`src/design/pdcg_cfg.svh`:
```
`ifndef PDCG_CFG_SVH
`define PDCG_CFG_SVH

// ---------------------------------------------------------------
// Register map
// ---------------------------------------------------------------
`define PDCG_ADDR_W        4
`define PDCG_OFS_CSR       4'h0
`define PDCG_OFS_CLKCFG    4'h4
`define PDCG_OFS_STATUS    4'h8

// ---------------------------------------------------------------
// Power-down field
// ---------------------------------------------------------------
`define PDCG_FLD_HI        15
`define PDCG_FLD_LO        10
`define PDCG_FLD_W         6
`define PDCG_CODE_NONE     6'h00
`define PDCG_CODE_LS_EN    6'h09
`define PDCG_CODE_LS_ANY   6'h11
`define PDCG_CODE_PLLOUT   6'h1A
`define PDCG_CODE_PLLIN    6'h1C
`define PDCG_FLD_RST       6'h00

// ---------------------------------------------------------------
// Timing
// ---------------------------------------------------------------
`define PDCG_ENTRY_DLY     4'h8
`define PDCG_CNT_W         4
`define PDCG_LOCK_US       75
`define PDCG_CLK_MHZ       10

`endif

```
`src/design/pdcg_pkg.sv`:
```
package pdcg_pkg;

	typedef enum logic [4:0] {
		PDCG_RUN    = 5'h01,
		PDCG_ARMED  = 5'h02,
		PDCG_LIGHT  = 5'h04,
		PDCG_DEEP   = 5'h08,
		PDCG_RELOCK = 5'h10
	} pdcg_state_t;

endpackage

```
`src/design/pdcg_power_down.sv`:
```
`timescale 1ns/1ns
`include "pdcg_cfg.svh"

// Behaviour
// - Light sleep takes effect eight to nine cycles after the field write.
// - Wake by non-enabled interrupt resumes at sleep point, no service routine.
// - Wake by enabled interrupt runs service routine, then resumes.
// - Service routine only when global and non-maskable enables are both set.
// - Deep modes end only on device reset, never on interrupts.
// - Field at bits 15..10; zero means none; other codes reserved.
// - Code 001001 selects light sleep woken by enabled interrupt only.
// - Code 010001 selects light sleep woken by any interrupt.
// - Light sleep gates CPU clock; interrupt logic keeps running.
// - DMA between peripherals and internal memory continues during light sleep.
// - Code 011010 stops PLL output; state kept, outputs frozen.
// - Code 011100 stops PLL input; state kept, outputs frozen.
// - After reset from input-stop mode, wait for PLL re-lock before running.
// - Asynchronous or externally clocked peripherals may still toggle in deep modes.
// - SDRAM clock output matches secondary clock, period two CPU clocks.
// - Burst-SRAM clock runs full or half rate per its configuration.
// - CPU clock comes from reference input, multiplied or bypassed.
module pdcg_power_down
	import pdcg_pkg::*;
#(
	parameter int LOCK_CYCLES = `PDCG_LOCK_US * `PDCG_CLK_MHZ,
	parameter int NUM_IRQ     = 4
) (
	input  wire logic                    i_core_clk,
	input  wire logic                    i_nrst,
	input  wire logic [`PDCG_ADDR_W-1:0] i_addr,
	input  wire logic [31:0]             i_wdata,
	input  wire logic                    i_wr,
	input  wire logic                    i_rd,
	input  wire logic [NUM_IRQ-1:0]      i_irq,
	input  wire logic [NUM_IRQ-1:0]      i_interrupt_enable_register,
	input  wire logic                    i_nonmaskable_enable_bit,
	input  wire logic                    i_pll_bypass,
	input  wire logic                    i_dma_req,
	output logic      [31:0]             o_rdata,
	output logic                         o_cpu_clk_en,
	output logic                         o_cpu_halt,
	output logic                         o_irq_logic_run,
	output logic                         o_dma_clk_en,
	output logic                         o_pll_out_stop,
	output logic                         o_pll_in_stop,
	output logic                         o_io_freeze,
	output logic                         o_wake_isr,
	output logic                         o_wake_resume,
	output logic                         o_cpu_clock_output,
	output logic                         o_secondary_clock_output,
	output logic                         o_sdram_clock_output,
	output logic                         o_burst_sram_clock_output
);

	// ---------------------------------------------------------------
	// Registers
	// ---------------------------------------------------------------
	logic [`PDCG_FLD_W-1:0] sleep_mode_field_r;
	logic                   global_interrupt_enable_r;
	logic                   burst_sram_clock_output_half_r;
	logic                   byp_s1_r;
	logic                   byp_s2_r;
	logic [`PDCG_FLD_W-1:0] armed_code_r;
	logic [`PDCG_CNT_W-1:0] entry_cnt_r;
	logic [31:0]            lock_cnt_r;
	logic                   div_r;
	pdcg_state_t            state_r;
	pdcg_state_t            state_nxt;
	logic [NUM_IRQ-1:0]     irq_s1_r;
	logic [NUM_IRQ-1:0]     irq_s2_r;
	logic [NUM_IRQ-1:0]     ien_s1_r;
	logic [NUM_IRQ-1:0]     ien_s2_r;
	logic                   nonmaskable_enable_bit_s1_r;
	logic                   nonmaskable_enable_bit_s2_r;
	logic                   dma_s1_r;
	logic                   dma_s2_r;

	// ---------------------------------------------------------------
	// Decode
	// ---------------------------------------------------------------
	wire logic sel_csr    = (i_addr == `PDCG_OFS_CSR);
	wire logic sel_clkcfg = (i_addr == `PDCG_OFS_CLKCFG);
	wire logic sel_status = (i_addr == `PDCG_OFS_STATUS);
	wire logic wr_csr     = i_wr && sel_csr;
	wire logic wr_clkcfg  = i_wr && sel_clkcfg;
	wire logic [`PDCG_FLD_W-1:0] wr_code = i_wdata[`PDCG_FLD_HI:`PDCG_FLD_LO];

	wire logic code_light = (wr_code == `PDCG_CODE_LS_EN) ||
		(wr_code == `PDCG_CODE_LS_ANY);
	wire logic code_deep  = (wr_code == `PDCG_CODE_PLLOUT) ||
		(wr_code == `PDCG_CODE_PLLIN);
	wire logic code_valid = code_light || code_deep;

	wire logic [NUM_IRQ-1:0] irq_en = irq_s2_r & ien_s2_r;
	wire logic any_irq     = |irq_s2_r;
	wire logic enabled_irq = |irq_en;
	wire logic wake_any    = (armed_code_r == `PDCG_CODE_LS_ANY);
	wire logic wake_ev     = wake_any ? any_irq : enabled_irq;
	wire logic isr_ok      = enabled_irq && global_interrupt_enable_r
		&& nonmaskable_enable_bit_s2_r;
	wire logic entry_done  = (entry_cnt_r == `PDCG_ENTRY_DLY - 4'h1);
	// A bypassed PLL has nothing to lock, so the wait is skipped
	wire logic lock_done   = (lock_cnt_r == 32'h0) || byp_s2_r;

	wire logic [31:0] csr_rd = {16'h0, sleep_mode_field_r, 9'h0,
		global_interrupt_enable_r};
	wire logic [31:0] status_rd = {24'h0, 3'h0, state_r};
	wire logic [31:0] rd_mux = sel_csr ? csr_rd :
		sel_clkcfg ? {31'h0, burst_sram_clock_output_half_r} :
		sel_status ? status_rd : 32'h0;

	// ---------------------------------------------------------------
	// Mode sequencer
	// ---------------------------------------------------------------
	always_comb begin
		state_nxt = state_r;
		case (state_r)
			PDCG_RUN: begin
				if (wr_csr && code_valid) begin
					state_nxt = PDCG_ARMED;
				end
			end
			PDCG_ARMED: begin
				if (entry_done) begin
					state_nxt = (armed_code_r == `PDCG_CODE_LS_EN ||
						armed_code_r == `PDCG_CODE_LS_ANY) ? PDCG_LIGHT : PDCG_DEEP;
				end
			end
			PDCG_LIGHT: begin
				if (wake_ev) begin
					state_nxt = PDCG_RUN;
				end
			end
			PDCG_DEEP: begin
				state_nxt = PDCG_DEEP;
			end
			PDCG_RELOCK: begin
				if (lock_done) begin
					state_nxt = PDCG_RUN;
				end
			end
			default: begin
				state_nxt = PDCG_RUN;
			end
		endcase
	end

	// ---------------------------------------------------------------
	// Input synchronisers
	// ---------------------------------------------------------------
	always_ff @(posedge i_core_clk or negedge i_nrst) begin
		if (!i_nrst) begin
			irq_s1_r  <= '0;
			irq_s2_r  <= '0;
			ien_s1_r  <= '0;
			ien_s2_r  <= '0;
			nonmaskable_enable_bit_s1_r <= 1'b0;
			nonmaskable_enable_bit_s2_r <= 1'b0;
			dma_s1_r  <= 1'b0;
			dma_s2_r  <= 1'b0;
			byp_s1_r  <= 1'b0;
			byp_s2_r  <= 1'b0;
		end else begin
			irq_s1_r  <= i_irq;
			irq_s2_r  <= irq_s1_r;
			ien_s1_r  <= i_interrupt_enable_register;
			ien_s2_r  <= ien_s1_r;
			nonmaskable_enable_bit_s1_r <= i_nonmaskable_enable_bit;
			nonmaskable_enable_bit_s2_r <= nonmaskable_enable_bit_s1_r;
			dma_s1_r  <= i_dma_req;
			dma_s2_r  <= dma_s1_r;
			byp_s1_r  <= i_pll_bypass;
			byp_s2_r  <= byp_s1_r;
		end
	end

	// ---------------------------------------------------------------
	// Control registers
	// ---------------------------------------------------------------
	always_ff @(posedge i_core_clk or negedge i_nrst) begin
		if (!i_nrst) begin
			sleep_mode_field_r        <= `PDCG_FLD_RST;
			global_interrupt_enable_r <= 1'b0;
			burst_sram_clock_output_half_r              <= 1'b0;
		end else begin
			if (wr_csr) begin
				sleep_mode_field_r        <= wr_code;
				global_interrupt_enable_r <= i_wdata[0];
			end else if (state_r == PDCG_LIGHT && wake_ev) begin
				sleep_mode_field_r <= `PDCG_CODE_NONE;
			end
			if (wr_clkcfg) begin
				burst_sram_clock_output_half_r <= i_wdata[0];
			end
		end
	end

	// Every reset waits for PLL lock unless the PLL is bypassed, as at power-up
	always_ff @(posedge i_core_clk or negedge i_nrst) begin
		if (!i_nrst) begin
			state_r      <= PDCG_RELOCK;
			armed_code_r <= `PDCG_CODE_NONE;
			entry_cnt_r  <= '0;
			lock_cnt_r   <= 32'(LOCK_CYCLES);
		end else begin
			state_r <= state_nxt;
			if (state_r == PDCG_RUN && wr_csr) begin
				armed_code_r <= wr_code;
			end
			entry_cnt_r <= (state_r == PDCG_ARMED) ? entry_cnt_r + 4'h1 : 4'h0;
			if (state_r == PDCG_RELOCK && !lock_done) begin
				lock_cnt_r <= lock_cnt_r - 32'h1;
			end else if (state_r != PDCG_RELOCK) begin
				lock_cnt_r <= 32'h0;
			end
		end
	end

	// ---------------------------------------------------------------
	// Outputs
	// ---------------------------------------------------------------
	always_ff @(posedge i_core_clk or negedge i_nrst) begin
		if (!i_nrst) begin
			o_rdata         <= 32'h0;
			o_cpu_clk_en    <= 1'b0;
			o_cpu_halt      <= 1'b1;
			o_irq_logic_run <= 1'b1;
			o_dma_clk_en    <= 1'b0;
			o_pll_out_stop  <= 1'b0;
			o_pll_in_stop   <= 1'b0;
			o_io_freeze     <= 1'b0;
			o_wake_isr      <= 1'b0;
			o_wake_resume   <= 1'b0;
		end else begin
			o_rdata         <= i_rd ? rd_mux : 32'h0;
			o_cpu_clk_en    <= (state_nxt == PDCG_RUN) ||
				(state_nxt == PDCG_ARMED);
			o_cpu_halt      <= (state_nxt == PDCG_LIGHT) ||
				(state_nxt == PDCG_DEEP) || (state_nxt == PDCG_RELOCK);
			o_irq_logic_run <= (state_nxt != PDCG_DEEP);
			o_dma_clk_en    <= (state_nxt != PDCG_DEEP) &&
				(state_nxt != PDCG_RELOCK) && (dma_s2_r || 1'b1);
			o_pll_out_stop  <= (state_nxt == PDCG_DEEP) &&
				(armed_code_r == `PDCG_CODE_PLLOUT);
			o_pll_in_stop   <= (state_nxt == PDCG_DEEP) &&
				(armed_code_r == `PDCG_CODE_PLLIN);
			o_io_freeze     <= (state_nxt == PDCG_DEEP);
			o_wake_isr      <= (state_r == PDCG_LIGHT) && wake_ev && isr_ok;
			o_wake_resume   <= (state_r == PDCG_LIGHT) && wake_ev && !isr_ok;
		end
	end

	// ---------------------------------------------------------------
	// Output clocks
	// ---------------------------------------------------------------
	wire logic clk_run = (state_r != PDCG_DEEP);
	// Secondary clock toggles every second edge: period of two CPU clocks
	wire logic sec_nxt = div_r ? ~o_secondary_clock_output : o_secondary_clock_output;

	always_ff @(posedge i_core_clk or negedge i_nrst) begin
		if (!i_nrst) begin
			div_r                     <= 1'b0;
			o_cpu_clock_output        <= 1'b0;
			o_secondary_clock_output  <= 1'b0;
			o_sdram_clock_output      <= 1'b0;
			o_burst_sram_clock_output <= 1'b0;
		end else if (clk_run) begin
			div_r                     <= ~div_r;
			o_cpu_clock_output        <= ~o_cpu_clock_output;
			o_secondary_clock_output  <= sec_nxt;
			o_sdram_clock_output      <= sec_nxt;
			o_burst_sram_clock_output <= burst_sram_clock_output_half_r ? sec_nxt :
				~o_burst_sram_clock_output;
		end
	end

endmodule

```
`config.mk`:
```
export PLATFORM = sky130hd
export DESIGN_NAME = pdcg_power_down
export DESIGN_NICKNAME = d
export VERILOG_FILES = /design/src/design/pdcg_pkg.sv /design/src/design/pdcg_power_down.sv
export VERILOG_INCLUDE_DIRS = /design/src /design/src/design
export SDC_FILE = /design/constraint.sdc
export NUM_CORES = 1
export LEC_CHECK = 0
export BUFFER_PORTS_ARGS = -buffer_cell sky130_fd_sc_hd__buf_4
export CAP_MARGIN = 20
export CORE_ASPECT_RATIO = 1.1
export CORE_UTILIZATION = 30
export CTS_CLUSTER_SIZE = 8
export DETAILED_ROUTE_END_ITERATION = 16
export PLACE_DENSITY = 0.58
export SYNTH_ARGS = -nofsm -noshare
export SYNTH_HDL_FRONTEND = slang
export SYNTH_SLANG_ARGS = --single-unit
```
`constraint.sdc`:
```
create_clock -name i_core_clk -period 6.07 [get_ports i_core_clk]
set_clock_uncertainty 0.2 [all_clocks]
set_input_delay 1.214 -clock i_core_clk [delete_from_list [all_inputs] [get_ports i_core_clk]]
set_output_delay 1.214 -clock i_core_clk [all_outputs]
set_load 0.005 [all_outputs]
```
Word-level counts from Yosys, hierarchy flattened. Cells that the tools add are included.

Bits in registers: 104. Input port bits: 51.

Add/sub/neg operators: 2. Reduce and logical (&&, ||, !) cells: 29. Bitwise logic cells: 5. Equal/unequal tests: 25. Mux-type cells: 18.

Operators by type and width (count): $mux W32 (2); $eq A6 B5 Y1 const B (6); $logic_not A32 Y1 (1); $mux W16 (2); $sub A32 B1 Y32 const B (1); $mux W5 (6); $pmux W5 S5 (1); $logic_and A1 B1 Y1 (13); $eq A6 B4 Y1 const B (2); $mux W6 (2); $eq A5 B1 Y1 const B (2); $eq A5 B2 Y1 const B (2); $eq A5 B3 Y1 const B (2); $eq A5 B4 Y1 const B (2); $eq A5 B5 Y1 const B (2); $ne A5 B4 Y1 const B (2); $ne A5 B5 Y1 const B (2); $eq A4 B3 Y1 const B (2); $logic_or A1 B1 Y1 (8); $mux W4 (2); $reduce_or A4 Y1 (2); $add A4 B1 Y4 const B (1); $and A4 B4 Y4 (1); $eq A4 B4 Y1 const B (1); other kinds (5) (12).

Longest topological paths before layout.
Word-level depth: 9. Mapped depth: 7.

Worst setup path after synthesis. No wires, ideal clock.

Path type: input to register. Start point: input i_addr[1]. End point: register state_r[0]. Data arrival time: 2.470 ns. Path slack: 3.267 ns. Stages on the path: 6. Cells stage by stage: nor2_1 -> and3_1 -> clkbuf_1 -> nand4b_1 -> a311oi_1 -> o21ai_0.

Cells in the longest elaborated chain, start to end: 5.

RTL lines: from (decl) (line pdcg_power_down.sv:30) `` input wire logic [`PDCG_ADDR_W-1:0] i_addr, ``; $logic_not A4 Y1 (no line); $logic_and A1 B1 Y1 (line pdcg_power_down.sv:84) `wire logic wr_csr = i_wr && sel_csr;`; $logic_and A1 B1 Y1 (line pdcg_power_down.sv:119) `if (wr_csr && code_valid) begin`; $mux W5 (line pdcg_power_down.sv:119); $pmux W5 S5 (line pdcg_power_down.sv:117) `case (state_r)`; net state_nxt[0] (line pdcg_power_down.sv:68) `pdcg_state_t state_nxt;`; to (signal assigned) (line pdcg_power_down.sv:206) `state_r <= state_nxt;`; to (decl) (line pdcg_power_down.sv:67) `pdcg_state_t state_r;`.

The timed path passes the listed nets, and every way through them passes these cells. A chain may end at the register's enable or synchronous reset.

Worst setup path in the final report. Same ends and word-level chain as after synthesis.

==> impl_metrics.yaml <==
sta:
  timing.fmax_mhz: 332.3
  tightest_slew_ns: 0.9383
  maxSlewHeadroom_pct: 36.97
  period_minus_slack_ns: 3.010
  finalMaxSlewViolations: 0
  rsz0062_at_grt: "no"
  fin_crit_sh_pct: 49.58
  tns_ns: 0
  hold_viol_final: 0
  setup_viol: 0
  whs_ns: 0.1513
die:
  core_um2: 14620
  rows: 46
  start_util_pct: 31.04
  die_h_um: 131.0
  dieArea_um2: 15620
  dieWidth_um: 119.3
  io_pins: 96
drt:
  route.detailed.drc: 0
  dr.max_layer_used: "met4"
  wirelength_mm: 9.016
  firstDrtPassIters: 4
  dr_wl_met2_mm: 4.660
  ant_nets: 0
  vias: 3132
  wl_met1_mm: 3.870
  wl_met3_um: 365
  wl_per_cell_um: 13.76
  dr.first_iter.drc_count: 142
  avgViaCountPerCell: 4.782
min_path:
  min_path_type: "reg -> reg"
critical_path:
  critPathLaunchType: "input port"
  path_class: "in -> reg"
  worstPathArrival_ns: 3.02
  crit_path_end_kind: "register"
  cp.required_ns: 6.08
  worstPathMaxFanout: 8
cts:
  cts_buffer_depth: 2
  ctsHoldBuffers: 0
  cts_tree: "built"
  cts_root_buf: "clkbuf_16"
  cts_max_level: 3
  cts_buffers: 9
  clkSlewWorstSetupHoldPaths_ns: 0.07
  clkLatencyLatePin_ns: 0.35
  cts_resized: 0
  clock-sinks: 99
  post-cts-setup-buffers: 0
final_layout:
  fill_cells: 1480
  final_cell_mix: "dfrtp_1 (89), buf_4 (49), nor2_1 (33)"
  diodes: 0
  syn_to_final_growth_pct: 17.65
  final_common_cell: "dfrtp_1"
  fin_area_um2: 5339
  fin_cells: 655
  drive_above_1_share_pct: 23.54
  fin_nets: 511
global_routing:
  grt_overflow: 0
  gr-usage-all-layers_pct: 12.28
  grt_max_degree: 54
  grt_pass1_wl_mm: 14.95
  grt_antenna_before_repair: 0
  grt_pass1_vias: 3032
yosys:
  yosysSeqAreaShare_pct: 54.87
  syn-cell-area_um2: 4538
  synth-seq-cells: 99
  synth_flop_cell: "dfrtp_1"
  postSynthAreaPerCell_um2: 11.15
  synth_edf_count: 0
  netlist_instances: 407
  ys_warn_count: 0
  synth_cell_types: 58
  async_flop_share_pct: 100.0
placed_design:
  gp_congestion: 0.7669
  dpl_cell_area_um2: 5037
  portBuffers: 48
  place_inst: 639
  dp_hpwl_mm: 6.533
power:
  power_uw: 1358
  powerDensity_nw_per_um2: 254.4
  ir_drop_v: 0.0001740
  power_leakage_uw: 0.002327
outcome:
  status: "complete, no violations"
flow_run:
  maxCapViolations: 0
[routing by layer]
layer,vias up,track usage (%)
met5,-,0
met4,0,4.468
met3,11,3.559
met2,59,21.82
met1,1544,14.11
li1,1518,-
[power breakdown]
part / total [µW] / switching (µW) / leakage [µW] / internal, µW
logic: 85.0 / 43.6 / 0.000925 / 41.4
clock network: 563 / 271 / 0.000149 / 293
registers: 710 / 20.2 / 0.00125 / 690
total: 1360 / 335 / 0.00233 / 1020
[state kept, by name, summed over array words and instances (netlist names), 5 cells and up]
name / count
armed_code_r: 6
sleep_mode_field_r: 6
state_r: 5
o_rdata: 11
lock_cnt_r: 32
[cells by family (layout without fill, tap and decap cells)]
family / count (synthesis) / in the layout / synth area share [%]
mux: 10 / 10 / 2.426
simple gates: 169 / 169 / 23.49
xor+xnor: 19 / 19 / 3.667
fa+ha+maj: 2 / 2 / 0.5513
buf+inv: 39 / 75 / 5.128
other cells: 1 / 21 / 0.08263
flops: 99 / 99 / 54.87
compound gates: 68 / 68 / 9.788
[synthesized netlist by cell type (4+ instances only)]
master	number	area share, %
a21oi_1	22	2.4
and2_1	13	1.8
and3_1	4	0.55
buf_4	23	3.8
clkbuf_1	7	0.58
dfrtp_1	89	49
dfstp_2	10	5.8
inv_1	9	0.74
mux2_2	8	2.0
nand2_1	30	2.5
nand2b_1	4	0.55
nand3_1	5	0.55
nand3b_1	5	0.83
nor2_1	33	2.7
nor3_1	10	1.1
nor3b_1	5	0.83
nor4_1	9	1.2
o21a_1	4	0.66
o21ai_0	12	1.3
o21ai_1	5	0.55
o31ai_1	9	1.5
or3_1	6	0.83
or4_1	9	1.5
xnor2_1	12	2.3
xor2_1	7	1.4
[critical path: stages]
cell and delay, ns:
buf_4 0.11, nor2_1 0.24, and3_1 0.36, nand4b_1 0.38, a311oi_1 0.54, o21ai_0 0.17
[worst paths after layout]
| path | end | startpoint | slack (ns) | cells past startpoint |
|---|---|---|---|---|
| min in group asynchronous | lock_cnt_r[25] | i_nrst | 0.70 | 1 |
| min reg2reg | irq_s2_r[1] | irq_s1_r[1] | 0.15 | 0 |
| max reg2reg | lock_cnt_r[23] | lock_cnt_r[14] | 3.41 | 5 |
| min | irq_s2_r[1] | irq_s1_r[1] | 0.15 | 0 |
| max in group asynchronous | entry_cnt_r[2] | i_nrst | 3.94 | 2 |
| max | state_r[0] | i_addr[1] | 3.06 | 6 |
[final cells by class]
| class | instances | area (µm²) | share of cell area (%) |
|---|---|---|---|
| clock inverter | 7 | 76.32 | 1.430 |
| sequential | 99 | 2490 | 46.64 |
| tap | 192 | 240.2 | 4.500 |
| inverter | 9 | 33.78 | 0.6328 |
| multi-input combinational | 289 | 1891 | 35.41 |
| timing repair buffer | 50 | 382.9 | 7.171 |
| clock buffer | 9 | 225.2 | 4.218 |
[per-stage QoR]
step | worst slack, ns | util [%]
finish | 3.060 | 36.52
CTS | 3.119 | 36.52
detailed placement | 2.766 | 34.46
global route | 2.911 | 36.52
global placement | 2.858 | 34.35
floorplan | 3.267 | -
Power figures use the tool's default switching activity.
